<file path="config.mk">
export PLATFORM = sky130hd
export DESIGN_NAME = ddr_cmd_mode_decoder
export DESIGN_NICKNAME = d
export VERILOG_FILES = /design/src/ddr_cmd_pkg.sv /design/src/cmd_reg_if.sv /design/src/cmd_capture.sv /design/src/ddr_cmd_mode_decoder.sv
export SDC_FILE = /design/constraint.sdc
export NUM_CORES = 1
export LEC_CHECK = 0
export ABC_AREA = 1
export BUFFER_PORTS_ARGS = -buffer_cell sky130_fd_sc_hd__buf_2
export CAP_MARGIN = 15
export CORE_MARGIN = 1.5
export CORE_UTILIZATION = 49
export CTS_BUF_LIST = sky130_fd_sc_hd__clkbuf_4 sky130_fd_sc_hd__clkbuf_8 sky130_fd_sc_hd__clkbuf_16
export CTS_CLUSTER_SIZE = 40
export DETAILED_ROUTE_END_ITERATION = 10
export GPL_TIMING_DRIVEN = 0
export PLACE_DENSITY = 0.75
export SYNTH_ARGS = -nofsm -noshare
export SYNTH_HDL_FRONTEND = slang
export SYNTH_SLANG_ARGS = --single-unit
</file>
<file path="constraint.sdc">
create_clock -name clock -period 1.65 [get_ports clock]
set_clock_uncertainty 0.15 [all_clocks]
set_input_delay 0.33 -clock clock [delete_from_list [all_inputs] [get_ports clock]]
set_output_delay 0.33 -clock clock [all_outputs]
set_load 0.01 [all_outputs]
</file>
<file path="src/ddr_cmd_pkg.sv">
// Purpose: Shared constants and types for the registered command decoder
// Assumes: 13 address bits, 2 bank bits, single clock
// Notes:   Mode field layout of the base and extended mode registers
package ddr_cmd_pkg;
  localparam int ADDR_W       = 13;
  localparam int BANK_W       = 2;
  localparam int ROW_CNT_W    = 13;
  localparam int OPMODE_LO    = 7;
  localparam int OPMODE_HI    = 12;
  localparam int DLL_RST_BIT  = 8;
  localparam int SETTINGS_HI  = 6;
  localparam int AP_BIT       = 10;
  localparam int EXT_DLL_BIT  = 0;
  localparam int EXT_DRV_BIT  = 1;
  localparam int EXT_FET_BIT  = 2;
  localparam logic [5:0] OPMODE_NORMAL  = 6'h00;
  localparam logic [5:0] OPMODE_DLL_RST = 6'h02;
  localparam logic [1:0] BANK_BASE      = 2'h0;
  localparam logic [1:0] BANK_EXT       = 2'h1;
  localparam logic [12:0] MODE_RESET    = 13'h0000;
  localparam logic [12:0] EXT_RESET     = 13'h0000;
  localparam int DLL_LOCK_CYCLES = 200;
  localparam int LOCK_CNT_W      = 8;

  typedef enum logic [3:0] {
    CMD_DESELECT, CMD_NOP, CMD_ACTIVE, CMD_READ, CMD_WRITE, CMD_BURST_STOP,
    CMD_PRECHARGE, CMD_AUTO_REFRESH, CMD_SELF_REFRESH, CMD_LOAD_MODE, CMD_ILLEGAL
  } cmd_t;
endpackage : ddr_cmd_pkg

</file>
<file path="src/cmd_reg_if.sv">
// Purpose: Registered command/address bundle between capture stage and decoder
// Assumes: Single clock domain
// Notes:   Carries the pin image one edge after capture
`timescale 1ns/100ps
interface cmd_reg_if;
  logic        cke;
  logic        cs_n;
  logic        ras_n;
  logic        cas_n;
  logic        we_n;
  logic [1:0]  bank;
  logic [12:0] addr;
  modport source (output cke, cs_n, ras_n, cas_n, we_n, bank, addr);
  modport sink   (input  cke, cs_n, ras_n, cas_n, we_n, bank, addr);
endinterface : cmd_reg_if

</file>
<file path="src/cmd_capture.sv">
// Purpose: Two-stage input synchroniser and one-cycle register delay for commands
// Assumes: Pins come from the controller, outside the clock domain
// Notes:   Idle value is deselect with CKE low
`timescale 1ns/100ps
module cmd_capture
(
  // Clock and reset
  input  wire logic        clock,
  input  wire logic        rstn,
  // Pins
  input  wire logic        cke_pin,
  input  wire logic        cs_n_pin,
  input  wire logic        ras_n_pin,
  input  wire logic        cas_n_pin,
  input  wire logic        we_n_pin,
  input  wire logic [1:0]  bank_pin,
  input  wire logic [12:0] addr_pin,
  // Registered bundle
  cmd_reg_if.source        out
);
  logic [19:0] meta;
  logic [19:0] sync;
  always_ff @(posedge clock or negedge rstn)
  begin
    if (!rstn)
    begin
      meta <= 20'h78000;
      sync <= 20'h78000;
    end
    else
    begin
      meta <= {cke_pin, cs_n_pin, ras_n_pin, cas_n_pin, we_n_pin, bank_pin, addr_pin};
      sync <= meta;
    end
  end

  // Register stage adds one cycle
  always_ff @(posedge clock or negedge rstn)
  begin
    if (!rstn)
    begin
      out.cke   <= 1'b0;
      out.cs_n  <= 1'b1;
      out.ras_n <= 1'b1;
      out.cas_n <= 1'b1;
      out.we_n  <= 1'b1;
      out.bank  <= 2'h0;
      out.addr  <= 13'h0000;
    end
    else
    begin
      out.cke   <= sync[19];
      out.cs_n  <= sync[18];
      out.ras_n <= sync[17];
      out.cas_n <= sync[16];
      out.we_n  <= sync[15];
      out.bank  <= sync[14:13];
      out.addr  <= sync[12:0];
    end
  end
endmodule : cmd_capture

</file>
<file path="src/ddr_cmd_mode_decoder.sv">
// Purpose: Command decode and mode register handling for a registered module
// Assumes: Controller keeps the encodings it is allowed to use
// Notes:   Decoded commands are one-cycle pulses, all outputs registered
//
`timescale 1ns/100ps
module ddr_cmd_mode_decoder
(
  // Clock and reset
  input  wire logic                               clock,
  input  wire logic                               rstn,
  // Command pins
  input  wire logic                               cke_pin,
  input  wire logic                               cs_n_pin,
  input  wire logic                               ras_n_pin,
  input  wire logic                               cas_n_pin,
  input  wire logic                               we_n_pin,
  input  wire logic [ddr_cmd_pkg::BANK_W-1:0]     bank_pin,
  input  wire logic [ddr_cmd_pkg::ADDR_W-1:0]     addr_pin,
  // Write data mask path
  input  wire logic                               wr_data_valid,
  input  wire logic                               dm_pin,
  // Decoded command
  output logic [3:0]                              cmd_code,
  output logic                                    cmd_valid,
  output logic [ddr_cmd_pkg::BANK_W-1:0]          cmd_bank,
  output logic [ddr_cmd_pkg::ADDR_W-1:0]          cmd_addr,
  output logic                                    auto_precharge,
  output logic                                    precharge_all,
  output logic                                    burst_stop_illegal,
  // Refresh
  output logic [ddr_cmd_pkg::ROW_CNT_W-1:0]       refresh_row,
  output logic                                    self_refresh_active,
  // Mode state
  output logic [ddr_cmd_pkg::ADDR_W-1:0]          mode_reg,
  output logic [ddr_cmd_pkg::ADDR_W-1:0]          ext_mode_reg,
  output logic                                    dll_enabled,
  output logic                                    dll_reset_pulse,
  output logic                                    normal_mode,
  output logic                                    reserved_mode_load,
  output logic                                    dll_locked,
  output logic                                    read_too_early,
  output logic                                    drive_reduced,
  output logic                                    fet_switch_control_n,
  // Data mask result
  output logic                                    write_enable
);
  import ddr_cmd_pkg::*;

  // Lock count must fit the lock counter
  if (DLL_LOCK_CYCLES < 1 || DLL_LOCK_CYCLES >= (1 << LOCK_CNT_W))
  begin : g_lock_check
    $error("lock count does not fit its counter");
  end

  cmd_reg_if r ();

  cmd_capture u_capture
  (
    .clock     (clock),
    .rstn      (rstn),
    .cke_pin   (cke_pin),
    .cs_n_pin  (cs_n_pin),
    .ras_n_pin (ras_n_pin),
    .cas_n_pin (cas_n_pin),
    .we_n_pin  (we_n_pin),
    .bank_pin  (bank_pin),
    .addr_pin  (addr_pin),
    .out       (r.source)
  );

  function automatic cmd_t decode(input logic cke, input logic cs_n, input logic ras_n,
                                  input logic cas_n, input logic we_n);
    cmd_t c;
    c = CMD_ILLEGAL;
    if (cs_n)
      c = CMD_DESELECT;
    else
    begin
      case ({ras_n, cas_n, we_n})
        3'h7: c = CMD_NOP;
        3'h3: c = CMD_ACTIVE;
        3'h5: c = CMD_READ;
        3'h4: c = CMD_WRITE;
        3'h6: c = CMD_BURST_STOP;
        3'h2: c = CMD_PRECHARGE;
        3'h1: c = cke ? CMD_AUTO_REFRESH : CMD_SELF_REFRESH;
        3'h0: c = CMD_LOAD_MODE;
        default: c = CMD_ILLEGAL;
      endcase
      if (!cke && c != CMD_SELF_REFRESH)
        c = CMD_ILLEGAL;
    end
    return c;
  endfunction : decode

  // Accepted mode load aimed at the given register bank
  function automatic logic load_to(input cmd_t c, input logic in_sr,
                                   input logic [BANK_W-1:0] b,
                                   input logic [BANK_W-1:0] target);
    return !in_sr && (c == CMD_LOAD_MODE) && (b == target);
  endfunction : load_to

  // Either refresh command
  function automatic logic is_refresh(input cmd_t c);
    return (c == CMD_AUTO_REFRESH) || (c == CMD_SELF_REFRESH);
  endfunction : is_refresh

  cmd_t cur;
  logic sr_now;
  logic [LOCK_CNT_W-1:0] lock_cnt;
  logic [LOCK_CNT_W-1:0] next_lock_cnt;
  logic [5:0] opmode;
  logic dll_enable_event;
  logic base_load;
  logic ext_load;
  logic bst_allowed;
  logic [1:0] mask_meta;
  logic [1:0] mask_sync;

  assign cur    = decode(r.cke, r.cs_n, r.ras_n, r.cas_n, r.we_n);
  assign opmode = r.addr[OPMODE_HI:OPMODE_LO];
  assign base_load = load_to(cur, sr_now, r.bank, BANK_BASE);
  assign ext_load  = load_to(cur, sr_now, r.bank, BANK_EXT);

  // Decoded command outputs
  always_ff @(posedge clock or negedge rstn)
  begin
    if (!rstn)
    begin
      cmd_code           <= 4'h0;
      cmd_valid          <= 1'b0;
      cmd_bank           <= 2'h0;
      cmd_addr           <= 13'h0000;
      auto_precharge     <= 1'b0;
      precharge_all      <= 1'b0;
      burst_stop_illegal <= 1'b0;
    end
    else
    begin
      cmd_code  <= 4'(cur);
      cmd_valid <= (cur != CMD_DESELECT) && (cur != CMD_NOP) && (cur != CMD_ILLEGAL) && !sr_now;
      if (is_refresh(cur))
      begin
        cmd_bank <= 2'h0;
        cmd_addr <= 13'h0000;
      end
      else
      begin
        cmd_bank <= r.bank;
        cmd_addr <= r.addr;
      end
      auto_precharge <= (cur == CMD_READ || cur == CMD_WRITE) && r.addr[AP_BIT];
      precharge_all  <= (cur == CMD_PRECHARGE) && r.addr[AP_BIT];
      burst_stop_illegal <= (cur == CMD_BURST_STOP) && !bst_allowed;
    end
  end

  // Internal refresh row counter and self refresh state
  always_ff @(posedge clock or negedge rstn)
  begin
    if (!rstn)
    begin
      refresh_row <= 13'h0000;
      sr_now      <= 1'b0;
    end
    else
    begin
      if (!sr_now && is_refresh(cur))
        refresh_row <= refresh_row + 13'h0001;
      if (cur == CMD_SELF_REFRESH && !sr_now)
        sr_now <= 1'b1;
      else if (sr_now && r.cke)
        sr_now <= 1'b0;
    end
  end

  assign self_refresh_active = sr_now;

  // Burst terminate is only legal after a read without auto precharge
  always_ff @(posedge clock or negedge rstn)
  begin
    if (!rstn)
      bst_allowed <= 1'b0;
    else if (cur == CMD_READ)
      bst_allowed <= !r.addr[AP_BIT];
    else if (cur == CMD_WRITE || cur == CMD_BURST_STOP)
      bst_allowed <= 1'b0;
  end

  // Base mode register
  always_ff @(posedge clock or negedge rstn)
  begin
    if (!rstn)
    begin
      mode_reg           <= MODE_RESET;
      dll_reset_pulse    <= 1'b0;
      normal_mode        <= 1'b0;
      reserved_mode_load <= 1'b0;
    end
    else
    begin
      dll_reset_pulse    <= 1'b0;
      reserved_mode_load <= 1'b0;
      mode_reg[DLL_RST_BIT] <= 1'b0;
      if (base_load)
      begin
        if (opmode == OPMODE_NORMAL)
        begin
          mode_reg    <= r.addr;
          normal_mode <= 1'b1;
        end
        else if (opmode == OPMODE_DLL_RST)
        begin
          mode_reg        <= r.addr;
          dll_reset_pulse <= 1'b1;
          normal_mode     <= 1'b0;
        end
        else
        begin
          mode_reg           <= r.addr;
          normal_mode        <= 1'b0;
          reserved_mode_load <= 1'b1;
        end
      end
      else if (!sr_now && cur == CMD_LOAD_MODE && r.bank != BANK_EXT)
        reserved_mode_load <= 1'b1;
    end
  end

  // Extended mode register, kept until reloaded
  always_ff @(posedge clock or negedge rstn)
  begin
    if (!rstn)
      ext_mode_reg <= EXT_RESET;
    else if (ext_load)
      ext_mode_reg <= r.addr;
  end

  // Extended bit 0 low means DLL enabled; drive bit selects reduced strength
  always_ff @(posedge clock or negedge rstn)
  begin
    if (!rstn)
    begin
      dll_enabled   <= 1'b0;
      drive_reduced <= 1'b0;
    end
    else
    begin
      if (sr_now && r.cke)
        dll_enabled <= 1'b1;
      else if (ext_load)
        dll_enabled <= !r.addr[EXT_DLL_BIT];
      if (ext_load)
        drive_reduced <= r.addr[EXT_DRV_BIT];
    end
  end

  // FET switch control never driven active
  always_ff @(posedge clock or negedge rstn)
  begin
    if (!rstn)
      fet_switch_control_n <= 1'b1;
    else
      fet_switch_control_n <= 1'b1;
  end

  // DLL lock wait counter: counts CKE-high cycles after any DLL enable
  assign dll_enable_event = (sr_now && r.cke) ||
                            (ext_load && !r.addr[EXT_DLL_BIT] && !dll_enabled);

  always_comb
  begin
    next_lock_cnt = lock_cnt;
    if (dll_enable_event)
      next_lock_cnt = '0;
    else if (dll_enabled && r.cke && lock_cnt != LOCK_CNT_W'(DLL_LOCK_CYCLES))
      next_lock_cnt = lock_cnt + 1'b1;
  end

  always_ff @(posedge clock or negedge rstn)
  begin
    if (!rstn)
    begin
      lock_cnt       <= '0;
      dll_locked     <= 1'b0;
      read_too_early <= 1'b0;
    end
    else
    begin
      lock_cnt       <= next_lock_cnt;
      dll_locked     <= dll_enabled && (next_lock_cnt == LOCK_CNT_W'(DLL_LOCK_CYCLES));
      read_too_early <= (cur == CMD_READ) && !dll_locked;
    end
  end

  // Mask pins pass two flip-flops before use
  always_ff @(posedge clock or negedge rstn)
  begin
    if (!rstn)
    begin
      mask_meta <= 2'h0;
      mask_sync <= 2'h0;
    end
    else
    begin
      mask_meta <= {wr_data_valid, dm_pin};
      mask_sync <= mask_meta;
    end
  end

  // Data mask: low writes, high inhibits
  always_ff @(posedge clock or negedge rstn)
  begin
    if (!rstn)
      write_enable <= 1'b0;
    else
      write_enable <= mask_sync[1] && !mask_sync[0];
  end
endmodule : ddr_cmd_mode_decoder

</file>
* Word level (Yosys, flattened, before mapping)
Cells that the tools add are included.
** Cells by class
- Muxes and demuxes :: 24
- Reductions and logical operators :: 40
- $add $sub $neg :: 2
- Equality and inequality tests :: 22
** Operator list (number)
- one-hot mux 4 bit (8 select lines) :: 1
- logical AND 1 bit :: 21
- == test 4 x 3 -> 1 bit (second input constant) :: 4
- two-way mux 4 bit :: 4
- two-way mux 8 bit :: 2
- two-way mux 1 bit :: 14
- adder 13 x 1 -> 13 bit (second input constant) :: 1
- two-way mux 13 bit :: 1
- == test 3 bit (second input constant) :: 4
- two-way mux 9 bit :: 1
- adder 8 x 1 -> 8 bit (second input constant) :: 1
- == test 4 bit (second input constant) :: 2
- == test 8 bit (second input constant) :: 1
- logical NOT 1 bit :: 8
- inequality test 4 bit (second input constant) :: 2
- inequality test 8 bit (second input constant) :: 1
- == test 3 x 2 -> 1 bit (second input constant) :: 2
- == test 6 x 2 -> 1 bit (second input constant) :: 1
- logical NOT 6 bit :: 1
- nonzero test 2 bit :: 3
- == test 4 x 2 -> 1 bit (second input constant) :: 1
- logical OR 1 bit :: 4
- inequality test 4 x 1 -> 1 bit (second input constant) :: 1
- nonzero test 4 bit :: 1
- other kinds (6) :: 6
** Storage, ports and cells
- Bits of input ports :: 24
- Output and inout bits :: 72
- Flip-flop bits (word level) :: 144

* Logic depth before layout (Yosys ltp)
- Depth in word-level cells :: 16
- Mapped depth :: 14

* Hierarchy
Synthesis repeated with hierarchy kept, for this count alone.
** Second synthesis, totals
- Cell total of the unflattened synthesis :: 462
- Area, all modules :: 5178.7 um^2
** Modules (own cells, without submodules)
- ddr_cmd_mode_decoder :: area an instance 3662.3 um^2, seq. area each 2077.0 um^2, times used 1, cells each 402
- cmd_capture :: area an instance 1516.5 um^2, seq. area each 1516.5 um^2, times used 1, cells each 60

* Worst setup path after synthesis
OpenSTA, ideal clock, no wires.
- Path kind :: register -> register
- Start :: register u_capture.out.cas_n
- End :: register refresh_row[2] (netlist bit)
- Arrival time :: 1519 ps
- Data required time :: 1383 ps
- Buffers on the path :: 1
- Clock period less this slack :: 1786 ps
- Setup slack :: -136 ps
- Cell stages (with the launch flop) :: 13
- Cell sequence :: dfstp_2 -> inv_2 -> nand3_1 -> nand2_1 -> nand2_2 -> nand2_1 -> nand3_2 -> o21ai_4 -> nand2_4 -> clkinv_4 -> buf_6 -> nand3_1 -> nand2_1
** Between the ends
- Longest elaborated chain between the ends :: 10
** RTL lines
- from (decl) :: line cmd_reg_if.sv:13 : modport source (output cke, cs_n, ras_n, cas_n, we_n, bank, addr);
- from (signal assigned) :: line cmd_capture.sv:55 : out.cas_n <= sync[16];
- == test 3 x 1 -> 1 bit, or another cell as far along :: line ddr_cmd_mode_decoder.sv:79 : case ({ras_n, cas_n, we_n})
- one-hot mux 4 bit (8 select lines) * :: line ddr_cmd_mode_decoder.sv:79
- two-way mux 4 bit * :: line ddr_cmd_mode_decoder.sv:75 : if (cs_n)
- inequality test 4 bit :: line ddr_cmd_mode_decoder.sv:90 : if (!cke && c != CMD_SELF_REFRESH)
- logical AND 1 bit :: line ddr_cmd_mode_decoder.sv:90
- two-way mux 4 bit * :: line ddr_cmd_mode_decoder.sv:90
- two-way mux 4 bit * :: line ddr_cmd_mode_decoder.sv:75
- == test 4 x 3 -> 1 bit / == test 4 bit (equally long branches) :: line ddr_cmd_mode_decoder.sv:105 : return (c == CMD_AUTO_REFRESH) || (c == CMD_SELF_REFRESH);
- logical OR 1 bit * :: line ddr_cmd_mode_decoder.sv:105
- logical AND 1 bit * :: line ddr_cmd_mode_decoder.sv:168 : if (!sr_now && is_refresh(cur))
- to (signal assigned) :: line ddr_cmd_mode_decoder.sv:169 : refresh_row <= refresh_row + 13'h0001;
- to (decl) :: line ddr_cmd_mode_decoder.sv:31 : output logic [ddr_cmd_pkg::ROW_CNT_W-1:0] refresh_row,
Mark *: on every way between the ends. The rest lies on a longest branch, timed or not. The select of a mux whose other input is x is not followed.
A chain may end at the register's enable or synchronous reset.

* Final worst setup path
- Start :: register u_capture.out.cas_n
- End :: register mode_reg[2] (netlist bit)
** Between the ends
- Longest elaborated chain between the ends :: 10
** RTL lines
- == test 3 x 1 -> 1 bit, or another cell as far along :: line ddr_cmd_mode_decoder.sv:79
- one-hot mux 4 bit (8 select lines) * :: line ddr_cmd_mode_decoder.sv:79
- two-way mux 4 bit * :: line ddr_cmd_mode_decoder.sv:75
- inequality test 4 bit :: line ddr_cmd_mode_decoder.sv:90
- logical AND 1 bit :: line ddr_cmd_mode_decoder.sv:90
- two-way mux 4 bit * :: line ddr_cmd_mode_decoder.sv:90
- two-way mux 4 bit * :: line ddr_cmd_mode_decoder.sv:75
- == test 4 bit * :: line ddr_cmd_mode_decoder.sv:100 : return !in_sr && (c == CMD_LOAD_MODE) && (b == target);
- logical AND 1 bit * (2 in series) :: line ddr_cmd_mode_decoder.sv:100
- to (signal assigned) :: line ddr_cmd_mode_decoder.sv:209 : mode_reg <= r.addr;
- to (signal assigned) :: line ddr_cmd_mode_decoder.sv:214 : mode_reg <= r.addr;
- to (signal assigned) :: line ddr_cmd_mode_decoder.sv:220 : mode_reg <= r.addr;
- to (decl) :: line ddr_cmd_mode_decoder.sv:34 : output logic [ddr_cmd_pkg::ADDR_W-1:0] mode_reg,
Marked as above.

==> run_results.csv <==
group,metric,value,unit
final_layout,fillers,626,
global_route,overflow,0,
sta,maxClockFrequency,499,MHz
synthesis,synth-main-ff-cell,"dfrtp_1",
setup_path,crit_arrival,2.29,ns
setup_path,critPathRequiredTime,1.94,ns
routing,drc,0,
outcome,status,"complete, but fails checks",
synthesis,synth_edf_count,0,
sta,setup_ws,-0.356,ns
clocking,cts_tree,"done",
pwr,p_per_area,1240,mW/mm2
setup_path,path_class,"reg -> reg",
die,dieArea,0.0111,mm2
placed_design,port_buffers,94,
synthesis,synthAdderAreaFrac,0.00730,
sta,finalSetupViolCount,72,
routing,ant_nets,0,
routing,drtIter0Drc,214,
clocking,root_buffer,"clkbuf_8",
synthesis,synth_compound_area_frac,0.0521,
die,pin_count,96,
sta,rsz0062_at_grt,"yes",
routing,wire_per_inst,15.9,um
sta,drv_slew,0,
placed_design,placed_cell_area,0.00586,mm2
sta,hold_viol,0,
synthesis,synth_xor_area_frac,0.0256,
pwr,vdd_ir_drop_max,0.838,mV
synthesis,postSynth.asyncResetShare,1.00,
global_route,grt_pass1_vias,3901,
clocking,cts_buffers,17,
clocking,clock-sinks,143,
final_layout,stdcell_area,0.00753,mm2
clocking,htree_levels,4,
sta,min_period,2.01,ns
synthesis,synth_fp_nets,488,
die,rows,37,
global_route,grt_max_degree,83,
synthesis,seq_area_frac_synth,0.699,
pwr,comb_power_share,0.171,
die,start_util,0.502,
pwr,p_seq_frac,0.438,
synthesis,synth_cell_types,33,
final_layout,antenna_cells,0,
clocking,clk_latency,0.52,ns
pwr,total_leakage_power,0.00375,uW
min_path,hold_class,"reg -> reg",
pwr,p_int,6710,uW
final_layout,syn2layout_area_growth,46.6,%
synthesis,yosys.area_share.simple,0.157,
routing,wl,12500,um
sta,worst_slew_pin_slew,0.540,ns
outcome,violations,"setup timing",
clocking,cts_buffer_depth,2,
setup_path,rrSetupSlack,-0.36,ns
final_layout,reg_top3,"u_capture.meta: 20 flops, u_capture.sync: 20 flops",
die,fp.dieH,105,um
pwr,p_total,9320,uW
global_route,grt_usage,0.224,
final_layout,fin_nets,663,
pwr,clkPwrFrac,0.391,
final_layout,finish.utilization,0.736,
synthesis,synth_seq_cells,143,
synthesis,synth_mux_area_frac,0,
placed_design,dp_hpwl,6750,um
routing,first_pass_iters,5,
synthesis,yosys_warnings,0,
synthesis,netlist_area,0.00514,mm2
synthesis,synthesis.instances,461,
synthesis,synth_top_family_by_area,"simple AND/OR/NAND/NOR gates",
final_layout,layout-drive-gt1-share,0.460,
die,core_area,0.0102,mm2
global_route,antenna_found_initial,0,
placed_design,finalWeightedCongestion,0.868,
synthesis,syn_avg_cell_area,11.1,um2
setup_path,cp-start-kind,"register",
setup_path,end_kind,"register",
routing,routed_via_density,4.99,
global_route,grt_first_pass_wirelength,18800,um
pwr,p_switching,2610,uW
die,die_x,105,um
clocking,clk_pin_slew,0.06,ns
pwr,p_sw_frac,0.280,
sta,max_slew_margin,0.640,
routing,dr_total_vias,3915,
flow_run,maxCapViolations,0,
sta,post-route-period-util,1.22,
setup_path,path_max_fanout,10,
power by group through the flow:
stage	combinational, uW	clock [uW]	sequential [uW]
6_report	1590	3650	4080
5_1_grt	1760	3900	4100
3_5_place_dp	1090	0	4090
2_1_floorplan	577	0	4140
4_1_cts	1330	3690	4050
3_3_place_gp	1040	0	4080
cell usage in the layout, fill, tap and decap left out, types with 15 or more instances in the layout:
| cell type | synthesis | final |
|---|---|---|
| dfrtp_1 | 131 | 128 |
| buf_2 | 1 | 91 |
| nand2_1 | 95 | 59 |
| inv_1 | 56 | 50 |
| nand2_2 | 4 | 28 |
| dlygate4sd3_1 | 0 | 23 |
| buf_6 | 2 | 19 |
| buf_4 | 2 | 19 |
| o21ai_1 | 14 | 16 |
| o21ai_2 | 0 | 16 |
| clkbuf_16 | 0 | 16 |
| nor2_1 | 37 | 15 |
logic make-up (layout without fill, tap and decap cells):
group,count (synthesis),after routing
simple gates,178,178
flops,143,143
buf+inv,71,258
compound gates,50,50
xor+xnor,15,15
fa+ha+maj,3,3
other cells,1,1
path summary, 6_finish.rpt:
path | start | endpoint | cells after the start
setup reg to reg | u_capture.out.cas_n | mode_reg[2] | 10
min in group asynchronous | rstn | cmd_addr[9] | 2
hold / removal | u_capture.sync[1] | u_capture.out.addr[1] | 0
hold reg to reg | u_capture.sync[1] | u_capture.out.addr[1] | 0
max in group asynchronous | rstn | u_capture.out.cs_n | 3
setup / recovery | u_capture.out.cas_n | mode_reg[2] | 10
repair_timing:
item | CTS | global route
resized for setup | 77 | 94
endpoints found under the hold margin | 83 | 0
cloned | 6 | 0
setup buffers | 23 | 11
setup endpoints to repair | 66 | 77
pin swaps | 17 | 14
hold buffers | 23 | 0
layout make-up:
type                    instances  area, um2  share of cell area
plain buffers                   9        126              0.0168
clock buffers                  19        435              0.0578
clock inverters                12        139              0.0184
inverters                      62        260              0.0345
multi-input cells             247       1660               0.220
flip-flops and latches        143       3600               0.477
well taps                     136        170              0.0226
repair buffers                156       1150               0.152
synth_stat cells (2+ instances only):
master / number / area [um2]
a21oi_1: 5 / 25.0
inv_1: 56 / 210
clkbuf_1: 4 / 15.0
buf_4: 2 / 15.0
buf_6: 2 / 22.5
nor3_1: 7 / 35.0
dfstp_2: 12 / 315
xor2_1: 12 / 105
o21ai_1: 14 / 70.1
o21ai_0: 28 / 140
nor2_4: 2 / 22.5
xnor2_1: 3 / 26.3
nand3_1: 17 / 85.1
nand4_1: 6 / 37.5
nor2_1: 37 / 139
ha_1: 3 / 37.5
nand3_4: 2 / 35.0
nand2_2: 4 / 25.0
dfrtp_1: 131 / 3280
nor4_1: 4 / 25.0
inv_2: 4 / 15.0
nand2_1: 95 / 357
worst max-delay path: stages (launching register included):
cell	delay [ns]
dfstp_2	0.57
inv_4	0.06
nand3_2	0.05
nand2_1	0.06
inv_2	0.07
nand2_4	0.09
nor2_4	0.17
buf_6	0.14
nand4_4	0.17
buf_8	0.23
o21ai_2	0.15
stage by stage:
step                setup TNS (ns)  setup WS, ns  hold WS, ns  instances
finish                      -15.81        -0.356        0.192        784
global route                -21.72        -0.438        0.198        784
CTS                         -10.91        -0.211        0.196        775
detailed placement          -16.42        -0.337        0.185        692
global placement           -249.60         -1.72        0.183        691
floorplan                    -3.05       -0.0864       -0.116        461
per-layer routing:
layer  wire length, um  vias up  global-route usage
li1                  -     1801                   -
met1              4790     1950               0.260
met4               176        0              0.0783
met3               784       18              0.0860
met5                 0        -                   0
met2              6740      146               0.379
No activity file was read; power rests on OpenSTA's default activity.
